[src/inc/lbp_regs.svh]
// Constants of the lock bit protection block: bit positions, defaults, windows
`ifndef LBP_REGS_SVH
`define LBP_REGS_SVH

`define LBP_BIT_BOOT_HI 5
`define LBP_BIT_BOOT_LO 4
`define LBP_BIT_APP_HI 3
`define LBP_BIT_APP_LO 2
`define LBP_BIT_MEM_HI 1
`define LBP_BIT_MEM_LO 0
`define LBP_LOCK_DEFAULT 8'hFF
`define LBP_SECTION_MASK 8'h3C
`define LBP_BOOT_MASK 8'h30
`define LBP_BLOCKED_DATA 8'hFF
`define LBP_STORE_WINDOW 3'h4
`define LBP_LOAD_WINDOW 3'h3

`endif

[src/inc/lbp_pkg.sv]
// Types shared by the lock bit protection block
package lbp_pkg;

    // Lock pair value equals mode code: {hi, lo}
    typedef enum logic [1:0] {
        LBP_MODE1 = 2'b11,
        LBP_MODE2 = 2'b10,
        LBP_MODE3 = 2'b00,
        LBP_MODE4 = 2'b01
    } lbp_mode_type;

    // Programmer commands
    typedef enum logic [2:0] {
        LBP_CMD_ERASE = 3'h0,
        LBP_CMD_MEM_WRITE = 3'h1,
        LBP_CMD_MEM_READ = 3'h2,
        LBP_CMD_FUSE_WRITE = 3'h3,
        LBP_CMD_LOCK_WRITE = 3'h4,
        LBP_CMD_LOCK_READ = 3'h5
    } lbp_cmd_type;

    // Lock write window states
    typedef enum logic [1:0] {
        LBP_WIN_IDLE = 2'b00,
        LBP_WIN_ARMED = 2'b01
    } lbp_win_type;

    // Permissions derived from the lock byte
    typedef struct packed {
        logic mem_prog_ok;
        logic mem_verify_ok;
        logic fuse_wr_ok;
        logic boot_lock_wr_ok;
        logic app_wr_ok;
        logic app_rd_from_boot_ok;
        logic boot_wr_ok;
        logic boot_rd_from_app_ok;
        logic irq_ok;
    } lbp_perm_type;

    // Programmer request bundle
    typedef struct packed {
        logic valid;
        lbp_cmd_type cmd;
        logic [7:0] data;
    } lbp_prog_req_type;

endpackage

[src/core/lbp_decide.sv]
// Combinational protection decision from the lock byte
`timescale 1ns/10ps
`default_nettype none
`include "lbp_regs.svh"

module lbp_decide (
    input wire logic [7:0] lock_byte,
    input wire logic exec_in_boot,
    input wire logic vectors_in_boot,
    output lbp_pkg::lbp_perm_type perm
);

    // Pair of lock bits to mode
    function automatic lbp_pkg::lbp_mode_type mode_of(input logic hi, input logic lo);
        mode_of = lbp_pkg::lbp_mode_type'({hi, lo});
    endfunction

    lbp_pkg::lbp_mode_type mem_mode;
    lbp_pkg::lbp_mode_type app_mode;
    lbp_pkg::lbp_mode_type boot_mode;
    logic app_rd_lock;
    logic boot_rd_lock;

    // Mode decode of the three pairs
    assign mem_mode = mode_of(lock_byte[`LBP_BIT_MEM_HI], lock_byte[`LBP_BIT_MEM_LO]);
    assign app_mode = mode_of(lock_byte[`LBP_BIT_APP_HI], lock_byte[`LBP_BIT_APP_LO]);
    assign boot_mode = mode_of(lock_byte[`LBP_BIT_BOOT_HI], lock_byte[`LBP_BIT_BOOT_LO]);
    assign app_rd_lock = (app_mode == lbp_pkg::LBP_MODE3) || (app_mode == lbp_pkg::LBP_MODE4);
    assign boot_rd_lock = (boot_mode == lbp_pkg::LBP_MODE3) || (boot_mode == lbp_pkg::LBP_MODE4);

    // Programmer side; memory lock mode 4 code is unused, treated as mode 3
    always_comb begin
        perm = '0;
        perm.mem_prog_ok = (mem_mode == lbp_pkg::LBP_MODE1);
        perm.mem_verify_ok = (mem_mode == lbp_pkg::LBP_MODE1)
            || (mem_mode == lbp_pkg::LBP_MODE2);
        perm.fuse_wr_ok = (mem_mode == lbp_pkg::LBP_MODE1);
        perm.boot_lock_wr_ok = perm.mem_verify_ok;
        // Section locks for self-programming
        perm.app_wr_ok = (app_mode == lbp_pkg::LBP_MODE1)
            || (app_mode == lbp_pkg::LBP_MODE4);
        perm.app_rd_from_boot_ok = !app_rd_lock;
        perm.boot_wr_ok = (boot_mode == lbp_pkg::LBP_MODE1)
            || (boot_mode == lbp_pkg::LBP_MODE4);
        perm.boot_rd_from_app_ok = !boot_rd_lock;
        // Interrupts follow the section of the vectors
        perm.irq_ok = !((app_rd_lock && vectors_in_boot && !exec_in_boot)
            || (boot_rd_lock && !vectors_in_boot && exec_in_boot));
    end

endmodule
`default_nettype wire

[src/core/lbp_top.sv]
// Lock byte storage and access gating for programmer and self-programming
`timescale 1ns/10ps
`default_nettype none
`include "lbp_regs.svh"

module lbp_top #(
    parameter int ADDR_W = 18,
    parameter logic [17:0] BOOT_BASE_DEFAULT = 18'h3E000
) (
    input wire logic clk,
    input wire logic rst,
    // Programmer interface
    input wire lbp_pkg::lbp_prog_req_type prog_req,
    output logic prog_ack_q,
    output logic prog_ok_q,
    output logic prog_mem_we_q,
    output logic prog_fuse_we_q,
    output logic prog_erase_q,
    output logic [7:0] prog_rdata_q,
    // Core control register write: select and enable bits
    input wire logic ctrl_wr,
    input wire logic ctrl_lock_write_select,
    input wire logic ctrl_store_program_enable,
    // Core store and load program instructions
    input wire logic store_program_instr,
    input wire logic load_program_instr,
    input wire logic [ADDR_W-1:0] pointer,
    // Lock write data, fuse byte for readback and section map
    input wire logic [7:0] r0_data,
    input wire logic [7:0] fuse_low,
    input wire logic [ADDR_W-1:0] boot_base,
    // Where code runs and where the vectors sit, from the core
    input wire logic exec_in_boot,
    input wire logic vectors_in_boot,
    // Answers to the core
    output logic store_ok_q,
    output logic store_blocked_q,
    output logic load_ok_q,
    output logic load_sub_valid_q,
    output logic [7:0] load_sub_data_q,
    // Status levels
    output logic lock_write_select_q,
    output logic irq_allow_q,
    output logic [7:0] lock_byte_q
);

    ////////////////////////////////////////////////////////////////////////////
    // Decision logic
    // All gating is static: no state beyond the stored byte and the lock write window feeds a decision

    lbp_pkg::lbp_perm_type perm;
    logic [7:0] lock_q;
    logic ptr_in_boot;

    // Target section of the current pointer
    // Everything at or above boot_base is boot loader, everything below application
    assign ptr_in_boot = (pointer >= boot_base);

    // Decision always reads the live lock byte
    // Combinational, so a lock bit written at one edge governs the next access
    lbp_decide u_decide (
        .lock_byte(lock_q),
        .exec_in_boot(exec_in_boot),
        .vectors_in_boot(vectors_in_boot),
        .perm(perm)
    );

    ////////////////////////////////////////////////////////////////////////////
    // Lock write window after select plus enable
    // Four cycles for a lock store, three for a lock or fuse readback

    lbp_pkg::lbp_win_type win_q;
    logic [2:0] store_cnt_q;
    logic [2:0] load_cnt_q;
    logic arm;
    logic store_special;
    logic load_special;
    logic win_close;

    // Saturating count down, shared by the store and load windows
    function automatic logic [2:0] count_down(input logic [2:0] cnt);
        count_down = (cnt != 3'h0) ? cnt - 3'h1 : 3'h0;
    endfunction

    // Select and enable must come in one control write; either alone arms nothing
    assign arm = ctrl_wr && ctrl_lock_write_select && ctrl_store_program_enable;
    // Special accesses need the window open and their own count running
    assign store_special = (win_q == lbp_pkg::LBP_WIN_ARMED)
        && (store_cnt_q != 3'h0) && store_program_instr;
    assign load_special = (win_q == lbp_pkg::LBP_WIN_ARMED)
        && (load_cnt_q != 3'h0) && load_program_instr;

    // Window ends on its own store or after its last legal cycle
    assign win_close = store_special || (store_cnt_q <= 3'h1);

    // Window state; a store or timeout ends it
    // A re-arm inside the window restarts it rather than stacking a second one
    always_ff @(posedge clk or posedge rst) begin
        if (rst) begin
            win_q <= lbp_pkg::LBP_WIN_IDLE;
        end else begin
            unique case (win_q)
                lbp_pkg::LBP_WIN_IDLE: begin
                    if (arm) begin
                        win_q <= lbp_pkg::LBP_WIN_ARMED;
                    end
                end
                lbp_pkg::LBP_WIN_ARMED: begin
                    if (arm) begin
                        win_q <= lbp_pkg::LBP_WIN_ARMED;
                    end else if (win_close) begin
                        win_q <= lbp_pkg::LBP_WIN_IDLE;
                    end
                end
            endcase
        end
    end

    // Cycle counters for the store and load windows
    // The load window is one cycle shorter, so it runs out before the store window
    always_ff @(posedge clk or posedge rst) begin
        if (rst) begin
            store_cnt_q <= 3'h0;
            load_cnt_q <= 3'h0;
        end else if (arm) begin
            store_cnt_q <= `LBP_STORE_WINDOW;
            load_cnt_q <= `LBP_LOAD_WINDOW;
        end else begin
            store_cnt_q <= count_down(store_cnt_q);
            load_cnt_q <= count_down(load_cnt_q);
        end
    end

    // Select bit readback, cleared on use or timeout
    // Software polls this to see that its lock write has completed
    always_ff @(posedge clk or posedge rst) begin
        if (rst) begin
            lock_write_select_q <= 1'b0;
        end else if (arm) begin
            lock_write_select_q <= 1'b1;
        end else if (win_close) begin
            lock_write_select_q <= 1'b0;
        end
    end

    ////////////////////////////////////////////////////////////////////////////
    // Lock byte storage
    // Bits 7:6 have no function but are stored and read back like the rest

    logic prog_erase_req;
    logic prog_lock_wr;
    logic [7:0] prog_lock_mask;

    // Programmer requests that touch the stored byte
    assign prog_erase_req = prog_req.valid && (prog_req.cmd == lbp_pkg::LBP_CMD_ERASE);
    assign prog_lock_wr = prog_req.valid && (prog_req.cmd == lbp_pkg::LBP_CMD_LOCK_WRITE);
    // Boot lock bits freeze in memory lock mode 3
    // Lock writes only AND in, so only this freeze needs a permission
    assign prog_lock_mask = perm.boot_lock_wr_ok ? 8'hFF : ~`LBP_BOOT_MASK;

    // Only erase sets bits; all writes AND in so bits only go 1 to 0.
    // Reset restores the erased image since the array itself sits outside.
    // Erase outranks any write in the same cycle; core writes reach bits 5:2 only.
    always_ff @(posedge clk or posedge rst) begin
        if (rst) begin
            lock_q <= `LBP_LOCK_DEFAULT;
        end else if (prog_erase_req) begin
            lock_q <= `LBP_LOCK_DEFAULT;
        end else if (prog_lock_wr) begin
            lock_q <= lock_q & (prog_req.data | ~prog_lock_mask);
        end else if (store_special) begin
            lock_q <= lock_q & (r0_data | ~`LBP_SECTION_MASK);
        end
    end

    // Status copy of the byte
    // One cycle behind the stored byte; decisions never wait for it
    always_ff @(posedge clk or posedge rst) begin
        if (rst) begin
            lock_byte_q <= `LBP_LOCK_DEFAULT;
        end else begin
            lock_byte_q <= lock_q;
        end
    end

    ////////////////////////////////////////////////////////////////////////////
    // Programmer answers, one cycle after the request
    // Requests come as single-cycle pulses; back to back is fine

    logic prog_allowed;

    // Per-command permission
    // Erase and lock access stay open in every mode; erase is the only way back
    always_comb begin
        prog_allowed = 1'b1;
        unique case (prog_req.cmd)
            lbp_pkg::LBP_CMD_ERASE: prog_allowed = 1'b1;
            lbp_pkg::LBP_CMD_MEM_WRITE: prog_allowed = perm.mem_prog_ok;
            lbp_pkg::LBP_CMD_MEM_READ: prog_allowed = perm.mem_verify_ok;
            lbp_pkg::LBP_CMD_FUSE_WRITE: prog_allowed = perm.fuse_wr_ok;
            lbp_pkg::LBP_CMD_LOCK_WRITE: prog_allowed = 1'b1;
            lbp_pkg::LBP_CMD_LOCK_READ: prog_allowed = 1'b1;
            default: prog_allowed = 1'b0;
        endcase
    end

    // Strobes go out only when allowed; refused writes vanish
    // Refused commands still get an acknowledge, so the programmer never stalls
    always_ff @(posedge clk or posedge rst) begin
        if (rst) begin
            prog_ack_q <= 1'b0;
            prog_ok_q <= 1'b0;
            prog_mem_we_q <= 1'b0;
            prog_fuse_we_q <= 1'b0;
            prog_erase_q <= 1'b0;
        end else begin
            prog_ack_q <= prog_req.valid;
            prog_ok_q <= prog_req.valid && prog_allowed;
            prog_mem_we_q <= prog_req.valid && prog_allowed
                && (prog_req.cmd == lbp_pkg::LBP_CMD_MEM_WRITE);
            prog_fuse_we_q <= prog_req.valid && prog_allowed
                && (prog_req.cmd == lbp_pkg::LBP_CMD_FUSE_WRITE);
            prog_erase_q <= prog_erase_req;
        end
    end

    // Read data: lock byte for a lock read, filler for any verify, allowed or refused
    // Filler also stands for commands that return nothing
    always_ff @(posedge clk or posedge rst) begin
        if (rst) begin
            prog_rdata_q <= `LBP_BLOCKED_DATA;
        end else if (prog_req.valid) begin
            if (prog_req.cmd == lbp_pkg::LBP_CMD_LOCK_READ) begin
                prog_rdata_q <= lock_q;
            end else begin
                prog_rdata_q <= `LBP_BLOCKED_DATA;
            end
        end
    end

    ////////////////////////////////////////////////////////////////////////////
    // Self-programming answers, one cycle after the instruction
    // Memory access itself happens outside; this block only grants or refuses

    logic store_allowed;
    logic load_allowed;
    logic store_plain;
    logic load_blocked;

    // Writes guarded by the target section's lock
    assign store_allowed = ptr_in_boot ? perm.boot_wr_ok : perm.app_wr_ok;
    // Reads across sections guarded; own-section reads always pass
    assign load_allowed = ptr_in_boot
        ? (exec_in_boot || perm.boot_rd_from_app_ok)
        : (!exec_in_boot || perm.app_rd_from_boot_ok);

    // A store inside the lock window is a lock write, not a memory store
    assign store_plain = store_program_instr && !store_special;
    // Blocked ordinary reads get filler in place of memory data
    assign load_blocked = load_program_instr && !load_special && !load_allowed;

    // Store results; a lock write is handled above
    // Exactly one of the two pulses answers each ordinary store
    always_ff @(posedge clk or posedge rst) begin
        if (rst) begin
            store_ok_q <= 1'b0;
            store_blocked_q <= 1'b0;
        end else begin
            store_ok_q <= store_plain && store_allowed;
            store_blocked_q <= store_plain && !store_allowed;
        end
    end

    // Load results and substitute data
    // Substitute data holds until the next substitute replaces it
    always_ff @(posedge clk or posedge rst) begin
        if (rst) begin
            load_ok_q <= 1'b0;
            load_sub_valid_q <= 1'b0;
            load_sub_data_q <= `LBP_BLOCKED_DATA;
        end else begin
            load_ok_q <= load_program_instr && !load_special && load_allowed;
            load_sub_valid_q <= load_special || load_blocked;
            if (load_special) begin
                load_sub_data_q <= pointer[0] ? lock_q : fuse_low;
            end else if (load_blocked) begin
                load_sub_data_q <= `LBP_BLOCKED_DATA;
            end
        end
    end

    ////////////////////////////////////////////////////////////////////////////
    // Interrupt gate

    // Registered gate; a lock change or a move between sections shows one cycle later.
    // The core must not rely on it for the instruction that crosses the boundary.
    always_ff @(posedge clk or posedge rst) begin
        if (rst) begin
            irq_allow_q <= 1'b1;
        end else begin
            irq_allow_q <= perm.irq_ok;
        end
    end

endmodule
`default_nettype wire

[config.mk]
export PLATFORM = sky130hd
export DESIGN_NAME = lbp_top
export DESIGN_NICKNAME = d
export VERILOG_FILES = /design/src/inc/lbp_pkg.sv /design/src/core/lbp_decide.sv /design/src/core/lbp_top.sv
export VERILOG_INCLUDE_DIRS = /design/src /design/src/inc
export SDC_FILE = /design/constraint.sdc
export NUM_CORES = 1
export LEC_CHECK = 0
export BUFFER_PORTS_ARGS = -buffer_cell sky130_fd_sc_hd__buf_2
export CORE_UTILIZATION = 53
export CTS_BUF_LIST = sky130_fd_sc_hd__clkbuf_4 sky130_fd_sc_hd__clkbuf_8
export DETAILED_ROUTE_END_ITERATION = 8
export PLACE_DENSITY = 0.94
export RECOVER_POWER = 100
export SLEW_MARGIN = 40
export SYNTH_ARGS = -nofsm -noshare
export SYNTH_HDL_FRONTEND = slang
export SYNTH_SLANG_ARGS = --single-unit
[constraint.sdc]
create_clock -name clk -period 2.8 [get_ports clk]
set_input_delay 0.28 -clock clk [delete_from_list [all_inputs] [get_ports clk]]
set_output_delay 0.28 -clock clk [all_outputs]
set_load 0.03 [all_outputs]
After elaboration in Yosys (flattened, before gate mapping):

Index checks and enable logic that the tools add are counted.
W data, S select, Z words.

* $add $sub $neg: 2
* $mul: 0
* div/mod/pow operators: 0
* order comparisons: 2
* eq/ne operators: 14
* shift-type cells: 0
* mux-type cells: 21
* bitwise gates (word level): 4
* reduce and logical (&&, ||, !) cells: 52

Operators by type and width (count)
* $mux W8: 7
* $logic_and A1 B1 Y1: 21
* $ge A18 B18 Y1: 1
* $and A8 B8 Y8: 2
* $mux W3: 4
* $logic_or A1 B1 Y1: 10
* $logic_not A1 Y1: 9
* $reduce_bool A3 Y1: 3
* $eq A2 B2 Y1 const B: 4
* $not A8 Y8: 1
* $or A8 B8 Y8: 1
* $eq A2 B1 Y1 const B: 3
* $eq A3 B2 Y1 const B: 2
* $eq A3 B3 Y1 const B: 2
* $logic_not A2 Y1: 3
* $mux W2: 3
* $mux W6: 1
* $sub A3 B1 Y3 const B: 2
* $mux W1: 4
* $pmux W2 S2: 1
* $reduce_bool A2 Y1: 2
* $eq A3 B1 Y1 const B: 1
* $le A3 B1 Y1 const B: 1
* $logic_not A3 Y1: 1
* 6 further kinds: 6

* register bits: 51
* bits in latches: 0
* bits in writable memories: 0
* ROM bits: 0
* bits of input ports: 73
* output and inout port bits: 35
* word-level logic and storage cells: 113
* memories kept: 0

Longest topological paths before layout:

* depth in word-level cells: 9
* mapped depth: 10
* depth with buffers taken out: 8

By module:

A second synthesis with hierarchy kept.

* cell total of the unflattened synthesis: 250
* area, all modules: 2526.2 sq um

By module, submodules not included
* lbp_top: instances 1, cells an instance 239, area an instance 2461.1 sq um, seq. area each 1292.5 sq um
* lbp_decide: instances 1, cells an instance 11, area an instance 65.1 sq um, seq. area each 0.0 sq um

Worst setup path after synthesis:

No wires, ideal clock.

* kind: in2reg
* start point: in pointer[0]
* end point: reg load_sub_data_q[0]
* setup time: 0.085 ns
* arrival: 2.080 ns
* required time: 2.715 ns
* slack: 0.635 ns
* cell stages on the path: 10
* path buffers: 2
* path through: clkbuf_1 > inv_1 > ha_1 > nand2b_4 > a21oi_2 > o221ai_2 > a32o_1 > buf_6 > nor4_1 > a21oi_1

* longest elaborated chain between the ends: 5
* elaborated cells on any way between the ends: 7
* those cells by class: order compare (1); mux (3); reduce/logical (3)

Ends and longest elaborated chain
* from (decl): line lbp_top.sv:27 `input wire logic [ADDR_W-1:0] pointer,`
* $ge A18 B18 Y1: line lbp_top.sv:57 `assign ptr_in_boot = (pointer >= boot_base);`
* $mux W1: line lbp_top.sv:254 `? (exec_in_boot || perm.boot_rd_from_app_ok)`
* $logic_not A1 Y1: line lbp_top.sv:260 `assign load_blocked = load_program_instr && !load_special && !load_allowed;`
* $logic_and A1 B1 Y1: line lbp_top.sv:260
* $reduce_bool A2 Y1 (no line)
* to (signal assigned): line lbp_top.sv:280 `` load_sub_data_q <= `LBP_BLOCKED_DATA; ``
* to (signal assigned): line lbp_top.sv:285 `load_sub_data_q <= pointer[0] ? lock_q : fuse_low;`
* to (signal assigned): line lbp_top.sv:287 `` load_sub_data_q <= `LBP_BLOCKED_DATA; ``
* to (decl): line lbp_top.sv:40 `output logic [7:0] load_sub_data_q,`

Parallel ways exist; a longest one is shown, timed or not.
A chain may end at the register's enable or synchronous reset.

Worst setup path after layout:

* start point: in pointer[0]
* end point: reg load_ok_q

* longest elaborated chain between the ends: 3

Ends and longest elaborated chain
* $ge A18 B18 Y1: line lbp_top.sv:57
* $mux W1: line lbp_top.sv:254
* $logic_and A1 B1 Y1: line lbp_top.sv:282 `load_ok_q <= load_program_instr && !load_special && load_allowed;`
* to (signal assigned): line lbp_top.sv:282
* to (decl): line lbp_top.sv:38 `output logic load_ok_q,`

No other way between the ends.

==> results.toml <==
[timing]
setup_tns_ps = 0
setup_ws_ps = 505.6
min_period_ps = 2294
tightest_slew_ps = 2076
skew_ps = 9.440
fmax_ghz = 0.4359
setup_violations = 0
rsz0062_at_grt = "false"
max_slew_margin = -0.3914
worst_hold_slack_ps = 129.5
slew_viol_final = 51
hold_viol = 0
period_share = 0.8194

[global_route]
track_usage = 0.2481
antenna_found_initial = 0
overflow = 0
grt_max_degree = 51
grt_pass1_vias = 2326
grt_pass1_wl_um = 9860

[synthesis]
synth_nets = 342
async_reset_ff_frac = 1.000
synth.avg_cell_area_um2 = 10.25
synth-edff-count = 0
netlist.top_cell.by_area = "dfstp_2"
synth_ff_type = "dfstp_2"
synthCells = 249
ys_top_cells_by_area = "dfstp_2 34%, dfrtp_1 17%, ha_1 9.8%, a21oi_1 4.3%, nand2_1 4.3%"
ys_seq_area_frac = 0.5066
synth_warnings = 0
netlist-cell-type-count = 37
synth_top_area_frac = 0.3399
synth_seq_cells = 50
syn-cell-area_um2 = 2551

[power_and_ir_drop]
pwr-share-comb = 0.328
seq_power_share = 0.481
power_density_nw_per_um2 = 731.5
power.internal_mw = 1.417
leakage_nw = 1.511
clock_power_share = 0.191
switchingPower_mw = 0.8671
power_mw = 2.285
peakVddDrop_uv = 407.8
switching_share = 0.3795

[critical_path]
critical_path_required_ps = 2980
crit_path_start_kind = "input pin"
slowest_delay_ps = 440
path_max_fanout = 10
cp_num_buf_inv = 2
cp_top_family = "simple AND/OR/NAND/NOR gates"
cp_cell_sequence = "buf_2 > inv_1 > ha_1 > nand2b_1 > a21oi_2 > o221ai_2 > a21oi_1 > nand4b_1 > and4_1"
worstPathArrival_ps = 2480
path_class = "in -> reg"
end_kind = "register"
cp_slowest_cell = "nand4b_1"

[finish]
final_common_cell = "buf_2"
finalNetCount = 446
mostFrequentLayoutCells = "67 x buf_2, 36 x clkbuf_1, 29 x nand2_1"
antennaDiodeCount = 0
seqCellArea_um2 = 1292
finalInstanceArea_um2 = 3123
area_growth_pct = 22.41
multiInputGateArea_um2 = 1089
stdcell_count = 406
layout-drive-gt1-share = 0.2966
nFillCells = 367
post-route-util = 0.6933

[clock_tree]
cts_made_buffers = 5
clockBufferDepth = 2
cts_setup_buffers = 0
clk_pin_slew_ps = 80
cts-resized-gates = 0
clkLatencyLatePin_ps = 300
cts_tree = "built"
hold_buffers = 0
cts-root-buf = "clkbuf_8"
clock_sinks = 50
htreeDepth = 2

[drt]
wl_per_cell_um = 15.02
route.top_layer_used = "met4"
via_per_inst = 5.599
dr_wl_met3_um = 406
vias = 2273
wl_met1_um = 2362
drtPass1Iterations = 7
drc_errors = 7
wl_met2_um = 3177
routed_wl_um = 6097
drt_iter0_markers = 82
final_antenna_net_count = 0

[placement]
place_congestion = 0.8103
dpl-instance-area_um2 = 3095
dp_hpwl_um = 4860
pre_cts_ws_ps = 539.4
port_buffers = 103
dp.cells = 398

[floorplan]
start_util = 0.5664
std_cell_rows = 24
ios = 108
die_height_um = 71.38
die-width_um = 71.38
die_area_um2 = 5095
core_area_um2 = 4504

[job]
drv_cap = 1

[status]
violations = "DRC, capacitance limit, slew limit"
outcome = "finished with violations"

[worst_hold_path]
hold_path_class = "in -> reg"
flip-flops by register name, indices dropped and copies added, names as in the netlist, 3 cells and up:
register	cells
load_sub_data_q	8
lock_byte_q	8
lock_q	8
prog_rdata_q	8
load_cnt_q	3
store_cnt_q	3
synthesized netlist by cell type (4+ instances only):
master,number
nand2_1,29
o21ai_0,16
nand4_1,4
nor2_1,13
o22a_1,8
dfstp_2,33
nor3_1,4
nor4_1,8
inv_1,28
nand3_1,5
o221ai_1,4
a21oi_1,22
mux2i_1,8
dfrtp_1,17
ha_1,20
cell families after synthesis:
| logic type | Yosys count | synth area share |
|---|---|---|
| simple gates | 78 | 0.1594 |
| compound gates | 59 | 0.1481 |
| flops | 50 | 0.5066 |
| buf+inv | 34 | 0.05640 |
| fa+ha+maj | 20 | 0.09809 |
| mux | 8 | 0.03139 |
final cells by class:
| class | count | area share |
|---|---|---|
| Clock buffer | 6 | 0.02644 |
| Tap cell | 52 | 0.02083 |
| Timing Repair Buffer | 103 | 0.1506 |
| Sequential cell | 50 | 0.4139 |
| Clock inverter | 2 | 0.005609 |
| Multi-Input combinational cell | 165 | 0.3486 |
| Inverter | 28 | 0.03405 |
per-layer routing:
| metal | vias to the layer above | track usage |
|---|---|---|
| li1 | 1083 | - |
| met1 | 1072 | 0.2669 |
| met2 | 98 | 0.4561 |
| met3 | 20 | 0.06610 |
| met4 | 0 | 0.1089 |
| met5 | - | 0 |
power by group through the flow:
stage                     clock network (mW)  registers [mW]  logic (mW)
after CTS                              0.450            1.11       0.792
after global routing                   0.475            1.13       0.814
after detailed placement                   0            1.12       0.791
after global placement                     0            1.11       0.758
after floorplan                            0            1.33       0.311
final                                  0.436            1.10       0.749
worst reg2reg max path, cell delays in order (launching register included):
cell	delay, ps
dfstp_1	450
nor3_1	270
nor2b_1	590
nor2_1	150
and4_1	220
worst paths after layout:
kind / slack (ps) / endpoint / cells after the start / start
setup reg to reg: 1010 / load_ok_q / 4 / lock_q[5]
hold reg to reg: 410 / lock_byte_q[7] / 0 / lock_q[7]
setup / recovery: 510 / load_ok_q / 9 / pointer[0]
max in group asynchronous: 1340 / store_ok_q / 2 / rst
min in group asynchronous: 510 / prog_erase_q / 2 / rst
hold / removal: 130 / irq_allow_q / 2 / vectors_in_boot
No activity file was read; power rests on OpenSTA's default activity.
